**src/hdl/mfi_pkg.sv**
```systemverilog
// constants of the multi-function interrupt controller
// assumes one system clock and a synchronous active-high reset
`default_nettype none
package mfi_pkg;
    // sizes
    localparam int SRC_N = 17;
    localparam int GRP_N = 6;
    localparam int TMR_N = 4;
    localparam int CONV_W = 12;
    localparam int DATA_W = 32;
    localparam int ADDR_W = 8;
    localparam int EVT_N = 3;

    // source flag positions
    localparam int SRC_CONV_DONE = 0;
    localparam int SRC_LIMIT = 1;
    localparam int SRC_CAP_OVF = 2;
    localparam int SRC_CAP_CMP = 3;
    localparam int SRC_PERIOD = 4;
    localparam int SRC_DUTY0 = 5;
    localparam int SRC_TWOWIRE = 8;
    localparam int SRC_TMR0 = 9;

    // sources that belong to each group (group 1 at index 0)
    localparam logic [SRC_N-1:0] GRP1_MASK = 17'h0000f;
    localparam logic [SRC_N-1:0] GRP2_MASK = 17'h000f0;
    localparam logic [SRC_N-1:0] GRP3_MASK = 17'h00600;
    localparam logic [SRC_N-1:0] GRP4_MASK = 17'h01800;
    localparam logic [SRC_N-1:0] GRP5_MASK = 17'h06000;
    localparam logic [SRC_N-1:0] GRP6_MASK = 17'h18100;

    // register byte offsets
    localparam logic [ADDR_W-1:0] OFS_CTRL = 8'h00;
    localparam logic [ADDR_W-1:0] OFS_GRP_EN = 8'h04;
    localparam logic [ADDR_W-1:0] OFS_GRP_FLAG = 8'h08;
    localparam logic [ADDR_W-1:0] OFS_SRC_EN = 8'h0c;
    localparam logic [ADDR_W-1:0] OFS_SRC_FLAG = 8'h10;
    localparam logic [ADDR_W-1:0] OFS_BOUNDS = 8'h14;
    localparam logic [ADDR_W-1:0] OFS_VEC_STAT = 8'h18;
    localparam logic [ADDR_W-1:0] OFS_EVT_STAT = 8'h1c;
    localparam logic [ADDR_W-1:0] OFS_EVT_MASK = 8'h20;

    // field positions
    localparam int CTRL_GIE_BIT = 0;
    localparam int CTRL_HI_BIT = 1;
    localparam int CTRL_LO_BIT = 2;
    localparam int BOUND_LO_LSB = 0;
    localparam int BOUND_UP_LSB = 16;
    localparam int VEC_LAST_LSB = 0;
    localparam int VEC_PEND_LSB = 8;
    localparam int EVT_VEC_BIT = 0;
    localparam int EVT_WAKE_BIT = 1;
    localparam int EVT_STALL_BIT = 2;

    // reset values
    localparam logic [SRC_N-1:0] SRC_RST = 17'h00000;
    localparam logic [GRP_N-1:0] GRP_RST = 6'h00;
    localparam logic [CONV_W-1:0] UPPER_RST = 12'hfff;
    localparam logic [CONV_W-1:0] LOWER_RST = 12'h000;
    localparam logic [EVT_N-1:0] EVT_RST = 3'h0;
endpackage
`default_nettype wire

```
**src/hdl/multi_function_interrupt_ctrl.sv**
```systemverilog
// multi-function interrupt controller: source flags, groups, vectoring
// assumes a core that pushes only the pc on vector_call_out and that
// reports its return instructions and stack state as plain inputs
//
// What this block does
// converter sets done flag and limit flag
// limit flag from bounds with high/low enables
// vector needs global, group and source enables
// vector only when return stack not full
// converter service clears group flag, global enable
// capture overflow/compare flags, never cleared by service
// pwm period plus three duty sources, group two
// pwm service clears group two flag, global
// two-wire flag set on four conditions
// timer modules give A and P sources
// timer service clears only group flag, global
// any flag rise wakes, ignoring enables
// software pre-sets flags to block wake
// set flags stay until service or software
// vector entry pushes only the program counter
// interrupt return sets global, plain return not
// group flag set by any member source
// lowest pending group vectors first
//
// The address-and-strobe port and the register addresses are this design's own decisions.
`default_nettype none
module multi_function_interrupt_ctrl (
    input wire logic clk_sys_in,
    input wire logic srst_in,
    input wire logic [mfi_pkg::ADDR_W-1:0] reg_addr_in,
    input wire logic [mfi_pkg::DATA_W-1:0] reg_wdata_in,
    input wire logic reg_wr_in,
    input wire logic reg_rd_in,
    output logic [mfi_pkg::DATA_W-1:0] reg_rdata_out,
    input wire logic conv_done_in,
    input wire logic [mfi_pkg::CONV_W-1:0] conv_result_in,
    input wire logic cap_ovf_in,
    input wire logic cap_cmp_in,
    input wire logic period_match_in,
    input wire logic [2:0] duty_match_in,
    input wire logic twowire_rx_in,
    input wire logic twowire_tx_in,
    input wire logic twowire_addr_in,
    input wire logic twowire_timeout_in,
    input wire logic [mfi_pkg::TMR_N-1:0] tmr_cmp_a_in,
    input wire logic [mfi_pkg::TMR_N-1:0] tmr_cmp_p_in,
    input wire logic stack_full_in,
    input wire logic sleep_in,
    input wire logic return_from_interrupt_in,
    input wire logic plain_return_in,
    output logic vector_call_out,
    output logic [2:0] vector_group_out,
    output logic pop_pc_out,
    output logic wake_out,
    output logic irq_out
);
    localparam int SN = mfi_pkg::SRC_N;
    localparam int GN = mfi_pkg::GRP_N;

    // ------------------------------------------------------------
    // helpers
    // ------------------------------------------------------------
    function automatic logic [SN-1:0] group_mask(input int g);
        case (g)
            0: group_mask = mfi_pkg::GRP1_MASK;
            1: group_mask = mfi_pkg::GRP2_MASK;
            2: group_mask = mfi_pkg::GRP3_MASK;
            3: group_mask = mfi_pkg::GRP4_MASK;
            4: group_mask = mfi_pkg::GRP5_MASK;
            default: group_mask = mfi_pkg::GRP6_MASK;
        endcase
    endfunction

    function automatic logic [2:0] lowest_group(input logic [GN-1:0] r);
        lowest_group = 3'h0;
        for (int i = GN - 1; i >= 0; i--) begin
            if (r[i]) begin
                lowest_group = 3'(i);
            end
        end
    endfunction

    // ------------------------------------------------------------
    // state
    // ------------------------------------------------------------
    logic global_irq_enable;
    logic high_limit_enable;
    logic low_limit_enable;
    logic [GN-1:0] group_enable_n;
    logic [GN-1:0] group_flag_n;
    logic [SN-1:0] src_enable;
    logic [SN-1:0] src_flag;
    logic [mfi_pkg::CONV_W-1:0] upper_bound;
    logic [mfi_pkg::CONV_W-1:0] lower_bound;
    logic [2:0] last_group;
    logic [mfi_pkg::EVT_N-1:0] evt_status;
    logic [mfi_pkg::EVT_N-1:0] evt_mask;

    // ------------------------------------------------------------
    // register write decode
    // ------------------------------------------------------------
    wire wr_ctrl = reg_wr_in && reg_addr_in == mfi_pkg::OFS_CTRL;
    wire wr_grp_en = reg_wr_in && reg_addr_in == mfi_pkg::OFS_GRP_EN;
    wire wr_grp_flag = reg_wr_in && reg_addr_in == mfi_pkg::OFS_GRP_FLAG;
    wire wr_src_en = reg_wr_in && reg_addr_in == mfi_pkg::OFS_SRC_EN;
    wire wr_src_flag = reg_wr_in && reg_addr_in == mfi_pkg::OFS_SRC_FLAG;
    wire wr_bounds = reg_wr_in && reg_addr_in == mfi_pkg::OFS_BOUNDS;
    wire wr_evt_stat = reg_wr_in && reg_addr_in == mfi_pkg::OFS_EVT_STAT;
    wire wr_evt_mask = reg_wr_in && reg_addr_in == mfi_pkg::OFS_EVT_MASK;

    // ------------------------------------------------------------
    // source set events
    // ------------------------------------------------------------
    wire over_upper = conv_result_in > upper_bound;
    wire under_lower = conv_result_in < lower_bound;
    wire limit_compare_irq = (high_limit_enable && over_upper) ||
                             (low_limit_enable && under_lower);
    wire twowire_any = twowire_rx_in || twowire_tx_in ||
                       twowire_addr_in || twowire_timeout_in;

    logic [SN-1:0] src_set;
    assign src_set[mfi_pkg::SRC_CONV_DONE] = conv_done_in;
    assign src_set[mfi_pkg::SRC_LIMIT] =
        conv_done_in && limit_compare_irq;
    assign src_set[mfi_pkg::SRC_CAP_OVF] = cap_ovf_in;
    assign src_set[mfi_pkg::SRC_CAP_CMP] = cap_cmp_in;
    assign src_set[mfi_pkg::SRC_PERIOD] = period_match_in;
    assign src_set[mfi_pkg::SRC_DUTY0 +: 3] = duty_match_in;
    assign src_set[mfi_pkg::SRC_TWOWIRE] = twowire_any;

    genvar t;
    generate
        for (t = 0; t < mfi_pkg::TMR_N; t++) begin : g_tmr
            assign src_set[mfi_pkg::SRC_TMR0 + 2 * t] = tmr_cmp_a_in[t];
            assign src_set[mfi_pkg::SRC_TMR0 + 2 * t + 1] =
                tmr_cmp_p_in[t];
        end
    endgenerate

    // software writes the flag value; a hardware set in the same cycle
    // wins, and service never touches these flags
    wire [SN-1:0] src_base = wr_src_flag ? reg_wdata_in[SN-1:0] : src_flag;
    wire [SN-1:0] next_src_flag = src_base | src_set;
    wire [SN-1:0] src_rise = next_src_flag & ~src_flag;

    // ------------------------------------------------------------
    // group request and selection
    // ------------------------------------------------------------
    logic [GN-1:0] grp_set;
    logic [GN-1:0] grp_req;
    wire [SN-1:0] src_active = src_flag & src_enable;

    genvar g;
    generate
        for (g = 0; g < GN; g++) begin : g_grp
            assign grp_set[g] = |(src_rise & group_mask(g));
            assign grp_req[g] = group_flag_n[g] && group_enable_n[g] &&
                                |(src_active & group_mask(g));
        end
    endgenerate

    wire any_req = |grp_req;
    wire [2:0] sel = lowest_group(grp_req);
    wire take = global_irq_enable && any_req && !stack_full_in;
    wire stall = global_irq_enable && any_req && stack_full_in;
    wire [GN-1:0] svc_clear = take ? GN'(6'h01 << sel) : GN'(0);

    wire [GN-1:0] grp_base = wr_grp_flag ? reg_wdata_in[GN-1:0] : group_flag_n;
    wire [GN-1:0] next_group_flag =
        (grp_base & ~svc_clear) | grp_set;

    // global enable: service clears, interrupt return sets
    logic next_gie;
    always_comb begin
        if (take) begin
            next_gie = 1'b0;
        end else if (return_from_interrupt_in) begin
            next_gie = 1'b1;
        end else if (plain_return_in) begin
            next_gie = global_irq_enable;
        end else if (wr_ctrl) begin
            next_gie = reg_wdata_in[mfi_pkg::CTRL_GIE_BIT];
        end else begin
            next_gie = global_irq_enable;
        end
    end

    // ------------------------------------------------------------
    // event status and interrupt line
    // ------------------------------------------------------------
    wire wake_evt = sleep_in && (|src_rise);
    logic [mfi_pkg::EVT_N-1:0] evt_set;
    assign evt_set[mfi_pkg::EVT_VEC_BIT] = take;
    assign evt_set[mfi_pkg::EVT_WAKE_BIT] = wake_evt;
    assign evt_set[mfi_pkg::EVT_STALL_BIT] = stall;
    wire [mfi_pkg::EVT_N-1:0] evt_clr =
        wr_evt_stat ? reg_wdata_in[mfi_pkg::EVT_N-1:0] : mfi_pkg::EVT_RST;
    wire [mfi_pkg::EVT_N-1:0] next_evt = (evt_status & ~evt_clr) | evt_set;

    assign irq_out = |(evt_status & evt_mask);

    // ------------------------------------------------------------
    // registers
    // ------------------------------------------------------------
    always_ff @(posedge clk_sys_in) begin
        if (srst_in) begin
            global_irq_enable <= 1'b0;
            high_limit_enable <= 1'b0;
            low_limit_enable <= 1'b0;
            group_enable_n <= mfi_pkg::GRP_RST;
            group_flag_n <= mfi_pkg::GRP_RST;
            src_enable <= mfi_pkg::SRC_RST;
            src_flag <= mfi_pkg::SRC_RST;
            upper_bound <= mfi_pkg::UPPER_RST;
            lower_bound <= mfi_pkg::LOWER_RST;
            evt_status <= mfi_pkg::EVT_RST;
            evt_mask <= mfi_pkg::EVT_RST;
        end else begin
            global_irq_enable <= next_gie;
            group_flag_n <= next_group_flag;
            src_flag <= next_src_flag;
            evt_status <= next_evt;
            if (wr_ctrl) begin
                high_limit_enable <= reg_wdata_in[mfi_pkg::CTRL_HI_BIT];
                low_limit_enable <= reg_wdata_in[mfi_pkg::CTRL_LO_BIT];
            end
            if (wr_grp_en) begin
                group_enable_n <= reg_wdata_in[GN-1:0];
            end
            if (wr_src_en) begin
                src_enable <= reg_wdata_in[SN-1:0];
            end
            if (wr_bounds) begin
                upper_bound <=
                    reg_wdata_in[mfi_pkg::BOUND_UP_LSB +: mfi_pkg::CONV_W];
                lower_bound <=
                    reg_wdata_in[mfi_pkg::BOUND_LO_LSB +: mfi_pkg::CONV_W];
            end
            if (wr_evt_mask) begin
                evt_mask <= reg_wdata_in[mfi_pkg::EVT_N-1:0];
            end
        end
    end

    // core side: vector call pushes only the pc, returns pop it
    always_ff @(posedge clk_sys_in) begin
        if (srst_in) begin
            vector_call_out <= 1'b0;
            vector_group_out <= 3'h0;
            last_group <= 3'h0;
            pop_pc_out <= 1'b0;
            wake_out <= 1'b0;
        end else begin
            vector_call_out <= take;
            pop_pc_out <= return_from_interrupt_in || plain_return_in;
            wake_out <= wake_evt;
            if (take) begin
                vector_group_out <= sel + 3'h1;
                last_group <= sel + 3'h1;
            end
        end
    end

    // ------------------------------------------------------------
    // read port
    // ------------------------------------------------------------
    logic [mfi_pkg::DATA_W-1:0] rd_value;
    always_comb begin
        rd_value = '0;
        if (reg_addr_in == mfi_pkg::OFS_CTRL) begin
            rd_value[mfi_pkg::CTRL_GIE_BIT] = global_irq_enable;
            rd_value[mfi_pkg::CTRL_HI_BIT] = high_limit_enable;
            rd_value[mfi_pkg::CTRL_LO_BIT] = low_limit_enable;
        end else if (reg_addr_in == mfi_pkg::OFS_GRP_EN) begin
            rd_value[GN-1:0] = group_enable_n;
        end else if (reg_addr_in == mfi_pkg::OFS_GRP_FLAG) begin
            rd_value[GN-1:0] = group_flag_n;
        end else if (reg_addr_in == mfi_pkg::OFS_SRC_EN) begin
            rd_value[SN-1:0] = src_enable;
        end else if (reg_addr_in == mfi_pkg::OFS_SRC_FLAG) begin
            rd_value[SN-1:0] = src_flag;
        end else if (reg_addr_in == mfi_pkg::OFS_BOUNDS) begin
            rd_value[mfi_pkg::BOUND_UP_LSB +: mfi_pkg::CONV_W] = upper_bound;
            rd_value[mfi_pkg::BOUND_LO_LSB +: mfi_pkg::CONV_W] = lower_bound;
        end else if (reg_addr_in == mfi_pkg::OFS_VEC_STAT) begin
            rd_value[mfi_pkg::VEC_LAST_LSB +: 3] = last_group;
            rd_value[mfi_pkg::VEC_PEND_LSB +: GN] = grp_req;
        end else if (reg_addr_in == mfi_pkg::OFS_EVT_STAT) begin
            rd_value[mfi_pkg::EVT_N-1:0] = evt_status;
        end else if (reg_addr_in == mfi_pkg::OFS_EVT_MASK) begin
            rd_value[mfi_pkg::EVT_N-1:0] = evt_mask;
        end
    end

    // data stands only in the cycle after the read strobe
    always_ff @(posedge clk_sys_in) begin
        if (srst_in) begin
            reg_rdata_out <= '0;
        end else begin
            reg_rdata_out <= reg_rd_in ? rd_value : '0;
        end
    end

    // ------------------------------------------------------------
    // assertions
    // ------------------------------------------------------------
    wire [GN-1:0] below_sel = GN'((6'h01 << sel) - 6'h01);

    property p_vec_enables;
        @(posedge clk_sys_in) disable iff (srst_in)
        take |-> global_irq_enable && group_enable_n[sel] &&
                 |(src_active & group_mask(int'(sel)));
    endproperty
    a_vec_enables: assert property (p_vec_enables)
        else $error("vector taken without all enables");

    property p_vec_stack;
        @(posedge clk_sys_in) disable iff (srst_in)
        vector_call_out |-> !$past(stack_full_in);
    endproperty
    a_vec_stack: assert property (p_vec_stack)
        else $error("vector taken with a full stack");

    property p_svc_clear;
        @(posedge clk_sys_in) disable iff (srst_in)
        take && !grp_set[sel] |=>
            !global_irq_enable && !group_flag_n[$past(sel)] &&
            vector_call_out && vector_group_out == $past(sel) + 3'h1;
    endproperty
    a_svc_clear: assert property (p_svc_clear)
        else $error("service did not clear group flag and global enable");

    property p_src_keep;
        @(posedge clk_sys_in) disable iff (srst_in)
        !wr_src_flag |=> (src_flag & $past(src_flag)) == $past(src_flag);
    endproperty
    a_src_keep: assert property (p_src_keep)
        else $error("source flag cleared without software");

    property p_limit;
        @(posedge clk_sys_in) disable iff (srst_in)
        conv_done_in && high_limit_enable && over_upper |=>
            src_flag[mfi_pkg::SRC_LIMIT] && src_flag[mfi_pkg::SRC_CONV_DONE];
    endproperty
    a_limit: assert property (p_limit)
        else $error("limit compare flag not set");

    property p_wake;
        @(posedge clk_sys_in) disable iff (srst_in)
        $past(sleep_in) && $rose(src_flag[mfi_pkg::SRC_TWOWIRE]) |-> wake_out;
    endproperty
    a_wake: assert property (p_wake)
        else $error("flag rise did not wake");

    property p_return_from_interrupt;
        @(posedge clk_sys_in) disable iff (srst_in)
        return_from_interrupt_in && !take |=> global_irq_enable && pop_pc_out;
    endproperty
    a_return_from_interrupt: assert property (p_return_from_interrupt)
        else $error("interrupt return did not set global enable");

    property p_ret;
        @(posedge clk_sys_in) disable iff (srst_in)
        plain_return_in && !global_irq_enable && !return_from_interrupt_in
            |=> !global_irq_enable && pop_pc_out;
    endproperty
    a_ret: assert property (p_ret)
        else $error("plain return changed global enable");

    property p_group_set;
        @(posedge clk_sys_in) disable iff (srst_in)
        $rose(src_flag[mfi_pkg::SRC_PERIOD]) |-> group_flag_n[1];
    endproperty
    a_group_set: assert property (p_group_set)
        else $error("group flag not set by member source");

    property p_prio;
        @(posedge clk_sys_in) disable iff (srst_in)
        take |-> (grp_req & below_sel) == '0 && grp_req[sel];
    endproperty
    a_prio: assert property (p_prio)
        else $error("higher priority group skipped");
endmodule
`default_nettype wire

```
**config.mk**
```make
export PLATFORM = sky130hd
export DESIGN_NAME = multi_function_interrupt_ctrl
export DESIGN_NICKNAME = d
export VERILOG_FILES = /design/src/hdl/mfi_pkg.sv /design/src/hdl/multi_function_interrupt_ctrl.sv
export SDC_FILE = /design/constraint.sdc
export NUM_CORES = 1
export LEC_CHECK = 0
export ABC_AREA = 1
export BUFFER_PORTS_ARGS = -buffer_cell sky130_fd_sc_hd__buf_2
export CAP_MARGIN = 25
export CELL_PAD_IN_SITES_DETAIL_PLACEMENT = 0
export CELL_PAD_IN_SITES_GLOBAL_PLACEMENT = 2
export CORE_ASPECT_RATIO = 1.2
export CORE_MARGIN = 1.5
export CORE_UTILIZATION = 30
export CTS_CLUSTER_DIAMETER = 100
export DETAILED_ROUTE_END_ITERATION = 8
export GPL_TIMING_DRIVEN = 1
export PLACE_DENSITY = 0.84
export SLEW_MARGIN = 25
export SYNTH_ARGS = -nofsm -noshare
export SYNTH_HDL_FRONTEND = slang
export SYNTH_SLANG_ARGS = --single-unit
```
**constraint.sdc**
```tcl
create_clock -name clk_sys_in -period 2.38 [get_ports clk_sys_in]
set_input_delay 0.119 -clock clk_sys_in [delete_from_list [all_inputs] [get_ports clk_sys_in]]
set_output_delay 0.119 -clock clk_sys_in [all_outputs]
set_load 0.02 [all_outputs]
```
; Word-level counts from Yosys, hierarchy flattened
; Cells that the tools add are included.
[op_classes]
n_addsub = 1
order_cmp = 2
eq_ne = 9
shifts = 1
n_mux = 29
bitwise = 13
reduce_logical = 56
[op_table]
columns = cell, n
row1 = two-way mux 3 bit, 12
row2 = bitwise AND 17 bit, 2
row3 = two-way mux 17 bit, 2
row4 = equality test 8 x 5 -> 1 bit (second input constant), 4
row5 = two-way mux 6 bit, 5
row6 = logical AND 1 bit, 27
row7 = NOT 17 bit, 1
row8 = bitwise OR 17 bit, 1
row9 = OR reduction 17 bit, 1
row10 = equality test 8 x 4 -> 1 bit (second input constant), 2
row11 = OR reduction 2 bit, 8
row12 = OR reduction 4 bit, 4
row13 = two-way mux 14 bit, 1
row14 = > comparator 12 bit, 1
row15 = < comparator 12 bit, 1
row16 = two-way mux 12 bit, 1
row17 = OR reduction 3 bit, 4
row18 = equality test 8 x 3 -> 1 bit (second input constant), 1
row19 = equality test 8 x 6 -> 1 bit (second input constant), 1
row20 = logical NOT 8 bit, 1
row21 = OR reduction 8 bit, 1
row22 = bitwise AND 3 bit, 2
row23 = bitwise AND 6 bit, 1
row24 = NOT 6 bit, 1
row25 = 17 further kinds, 26
[word_totals]
regBits = 117
input_bits = 79
wordCells = 131

; Logic depth before layout (Yosys ltp)
[depth]
depth_word = 14
ltp_mapped = 17

; Least setup slack after synthesis
; Ideal clock, no wire load.
[synth_path]
kind = register to register
from = register src_flag[8]
to = register group_flag_n[3]
setup_ns = 0.128
arrival_ns = 1.522
setup_slack_ns = 0.730
stages_incl_launch_ff = 12
period_less_slack_ns = 1.650
cell_sequence = dfxtp_1 > nand2_1 > nand3_1 > nand3_1 > o21ai_0 > nand2_1 > a21oi_1 > ha_1 > ha_1 > nand3_1 > a21oi_1 > nor2_1
[synth_via]
elab_chain_cells = 14
[synth_lines]
columns = element, line
row1 = from (decl), multi_function_interrupt_ctrl.sv:92  ; logic [SN-1:0] src_flag;
row2 = from (signal assigned), multi_function_interrupt_ctrl.sv:213  ; src_flag <= mfi_pkg::SRC_RST;
row3 = from (signal assigned), multi_function_interrupt_ctrl.sv:221  ; src_flag <= next_src_flag;
row4 = bitwise AND 17 bit *, multi_function_interrupt_ctrl.sv:151  ; wire [SN-1:0] src_active = src_flag & src_enable;
row5 = OR reduction 3 bit *, multi_function_interrupt_ctrl.sv:158  ; |(src_active & group_mask(g));
row6 = logical AND 1 bit *, multi_function_interrupt_ctrl.sv:157  ; assign grp_req[g] = group_flag_n[g] && group_enable_n[g] &&
row7 = two-way mux 3 bit (6 in a row), multi_function_interrupt_ctrl.sv:77  ; if (r[i]) begin
row8 = left shift 1 x 3 -> 6 bit, -
row9 = two-way mux 6 bit *, multi_function_interrupt_ctrl.sv:166  ; wire [GN-1:0] svc_clear = take ? GN'(6'h01 << sel) : GN'(0);
row10 = NOT 6 bit *, multi_function_interrupt_ctrl.sv:170  ; (grp_base & ~svc_clear) | grp_set;
row11 = bitwise AND 6 bit *, multi_function_interrupt_ctrl.sv:170
row12 = bitwise OR 6 bit *, multi_function_interrupt_ctrl.sv:170
row13 = to (signal assigned), multi_function_interrupt_ctrl.sv:211  ; group_flag_n <= mfi_pkg::GRP_RST;
row14 = to (signal assigned), multi_function_interrupt_ctrl.sv:220  ; group_flag_n <= next_group_flag;
row15 = to (decl), multi_function_interrupt_ctrl.sv:90  ; logic [GN-1:0] group_flag_n;
; Every way passes the cells marked *; elsewhere a longest branch is shown, timed or not.
; A chain may end at the register's enable or synchronous reset.

; Worst setup path after layout
[layout_path]
from = input port twowire_timeout_in
to = register evt_status[1] (netlist bit)
[layout_via]
elab_chain_cells = 6
[layout_lines]
columns = element, line
row1 = from (decl), multi_function_interrupt_ctrl.sv:44  ; input wire logic twowire_timeout_in,
row2 = logical OR 1 bit, multi_function_interrupt_ctrl.sv:119  ; twowire_addr_in || twowire_timeout_in;
row3 = bitwise OR 17 bit, multi_function_interrupt_ctrl.sv:143  ; wire [SN-1:0] next_src_flag = src_base | src_set;
row4 = bitwise AND 17 bit, multi_function_interrupt_ctrl.sv:144  ; wire [SN-1:0] src_rise = next_src_flag & ~src_flag;
row5 = OR reduction 17 bit, multi_function_interrupt_ctrl.sv:191  ; wire wake_evt = sleep_in && (|src_rise);
row6 = logical AND 1 bit, multi_function_interrupt_ctrl.sv:191
row7 = bitwise OR 3 bit, multi_function_interrupt_ctrl.sv:198  ; wire [mfi_pkg::EVT_N-1:0] next_evt = (evt_status & ~evt_clr) | evt_set;
row8 = to (signal assigned), multi_function_interrupt_ctrl.sv:216  ; evt_status <= mfi_pkg::EVT_RST;
row9 = to (signal assigned), multi_function_interrupt_ctrl.sv:222  ; evt_status <= next_evt;
row10 = to (decl), multi_function_interrupt_ctrl.sv:96  ; logic [mfi_pkg::EVT_N-1:0] evt_status;
; Every way passes these cells.

==> results.yml <==
die:
  coreArea_sq_mm: 0.0183
  num_rows: 54
  io-pin-count: 118
  die_w_microns: 128
  die_h_microns: 153
  die_area_sq_mm: 0.0196
  start_util: 0.308
cts:
  postCtsSetupBuffers: 0
  clk_pin_slew_ps: 60
  h-tree-depth: 4
  clockRootBuffer: "clkbuf_16"
  cts_tree: "built"
  clock-sinks: 113
  insertion_delay_ps: 420
  cts_buffer_depth: 2
  numCtsBuffers: 17
synthesis:
  ys.flop_type: "dfxtp_1"
  synth-seq-cells: 113
  yosysTopAreaCellShare: 0.402
  ys_warn_count: 0
  synth_cell_types: 39
  synth_edf_count: 0
  syn_inst: 808
  syn_area_per_cell_sq_um: 6.97
  ys_async_sr_fraction: 0
  ys_seq_area_frac: 0.402
  yosys.area.top_type: "dfxtp_1"
  synth.cell_area_sq_mm: 0.00563
  netlist_top_cells_area: "dfxtp_1 (40%), nand2_1 (12%), inv_1 (9.0%)"
timing:
  max_freq_mhz: 499
  tns_ps: 0
  fin_worst_skew_ps: 11.8
  hold_viol_final: 0
  setup_slack_ps: 378
  rsz0062_at_grt: "no"
  period_share: 0.841
  slew_headroom: 0.499
  worst_pin_slew_ps: 751
  finalCriticalPeriod_ps: 2000
  finalSetupViolCount: 0
  drv_slew: 0
finish:
  finish.utilization: 0.402
  final_nets: 1063
  n_antenna_cell: 0
  syn2layout_area_growth_pct: 30.6
  final_cells: 1221
  layout-drive-gt1-share: 0.182
setup_path:
  critical_path_required_ps: 2690
  crit_end: "evt_status[1]"
  path_max_fanout: 2
  worst_setup_path_end_kind: "flip-flop"
  worst_r2r_path_depth: 15
  critPathArrivalTime_ps: 2310
  cp-start-kind: "input port"
  critPathKind: "input port to flip-flop"
  startpoint: "twowire_timeout_in"
  rr_startpoint: "lower_bound[11]"
  r2r-end: "evt_status[1]"
  reg2reg_slack_ps: 410
grt:
  first_global_vias: 5219
  grt_max_degree: 67
  antenna_found_initial: 0
  gr-total-overflow: 0
  grt.total_usage: 0.184
  grt_pass1_wl_microns: 27600
routing:
  wire_per_inst_microns: 14.5
  routed.top_layer: "met4"
  wl_met2_microns: 8640
  met1Wirelength_microns: 8180
  drc: 0
  drt_wl_total_microns: 17700
  vias: 5506
  firstDrtPassIters: 5
  drt.antenna.violating_nets: 0
  drt_first_iter_violations: 295
  wl_met3_microns: 671
  vias_per_cell: 4.51
min_path:
  min_path_type: "input port to flip-flop"
job:
  maxCapViolations: 0
outcome:
  status: "finished, final reports clean"
placed_design:
  place_hpwl_microns: 13300
  gp_congestion: 0.821
  portBuffers: 109
  place_ws_ps: 297
  dp_cells: 1159
pwr:
  leakage_nw: 3.69
  power.total_mw: 4.74
  p_per_area_mw_per_mm2: 644
  ir_drop_mv: 0.524
flip-flops by register name, summed over array words and instances (netlist names), 3 cells and up:
name            cells
src_flag           17
evt_mask            3
group_flag_n        6
lower_bound        12
reg_rdata_out      28
last_group          3
evt_status          3
group_enable_n      6
upper_bound        12
src_enable         17
kinds of logic after synthesis:
family,synth area share
buf+inv,0.118
compound gates,0.175
simple gates,0.236
other cells,0.000666
flops,0.402
mux,0.00600
fa+ha+maj,0.0622
power by group:
group          switching [mW]  total [mW]  internal [mW]
Clock                   0.930        2.41           1.48
Combinational           0.213       0.371          0.158
Sequential             0.0277        1.96           1.93
Total                    1.17        4.74           3.57
worst max-delay path, cell delays in order:
cell	delay, ps
dlygate4sd3_1	540
buf_2	120
nor4_1	160
dlygate4sd3_1	600
nand3_2	80
nand2_1	60
nand2_1	90
nor2_1	100
nand2_1	60
nor2_1	160
nand2_1	100
nand2_1	80
nand2_1	50
Yosys cell counts (3+ instances only):
cell and number:
a21oi_1 69, a221oi_1 4, a31oi_1 3, buf_2 4, buf_4 6, clkbuf_1 15
dfxtp_1 113, ha_1 28, inv_1 135, inv_2 4, mux2_2 3, nand2_1 173
nand3_1 40, nand3b_1 8, nand4_1 3, nor2_1 77, nor2_2 4, nor2_4 3
o21ai_0 78, o21bai_1 3, o221ai_1 3, o22ai_1 10
repair_timing:
| action | 4_1_cts | 5_1_grt |
|---|---|---|
| resized for setup | 0 | 0 |
| hold buffers | 29 | 1 |
| hold endpoints to repair | 29 | 1 |
worst min path at each step:
stage	slack [ps]	depth (start not counted)	from	to
after global routing	10	4	tmr_cmp_a_in[3]	src_flag[15]
after CTS	2	3	reg_wdata_in[9]	src_enable[9]
final	10	4	tmr_cmp_a_in[3]	src_flag[15]
after global placement	340	3	reg_wdata_in[25]	upper_bound[9]
after floorplan	250	2	reg_wdata_in[16]	upper_bound[0]
after detailed placement	340	3	reg_wdata_in[25]	upper_bound[9]
area by class of cell:
cell class / instances / area, sq um
Clock buffer: 19 / 453
Clock inverter: 13 / 114
Fill cell: 1977 / 11000
Multi-Input combinational cell: 530 / 2720
Tap cell: 252 / 315
Timing Repair Buffer: 154 / 971
Inverter: 140 / 526
Sequential cell: 113 / 2260
stage by stage:
| step | area (sq um) | hold slack, ps |
|---|---|---|
| 6_report | 7360 | 10.4 |
| 5_1_grt | 7360 | 11.4 |
| 4_1_cts | 7350 | 1.52 |
| 3_5_place_dp | 6490 | 340 |
| 3_3_place_gp | 6490 | 338 |
| 2_1_floorplan | 5640 | 245 |
layout by cell type (no fill, tap or decap), types with 4 or more instances in the layout:
cell / n
ha_1: 28
o21ai_0: 78
conb_1: 4
o22ai_1: 10
a221oi_1: 4
nor2_2: 4
nand2_1: 173
nand3_1: 40
nor2_1: 77
a21oi_1: 69
inv_2: 4
buf_2: 109
clkinvlp_4: 5
nand3b_1: 8
dlygate4sd3_1: 30
clkinv_2: 4
inv_1: 135
buf_4: 14
dfxtp_1: 113
clkbuf_16: 17
metal layers:
metal	GRT usage	vias up
li1	-	2882
met5	0	-
met4	0.0530	0
met3	0.0378	19
met2	0.316	122
met1	0.233	2483
Power figures use the tool's default switching activity.
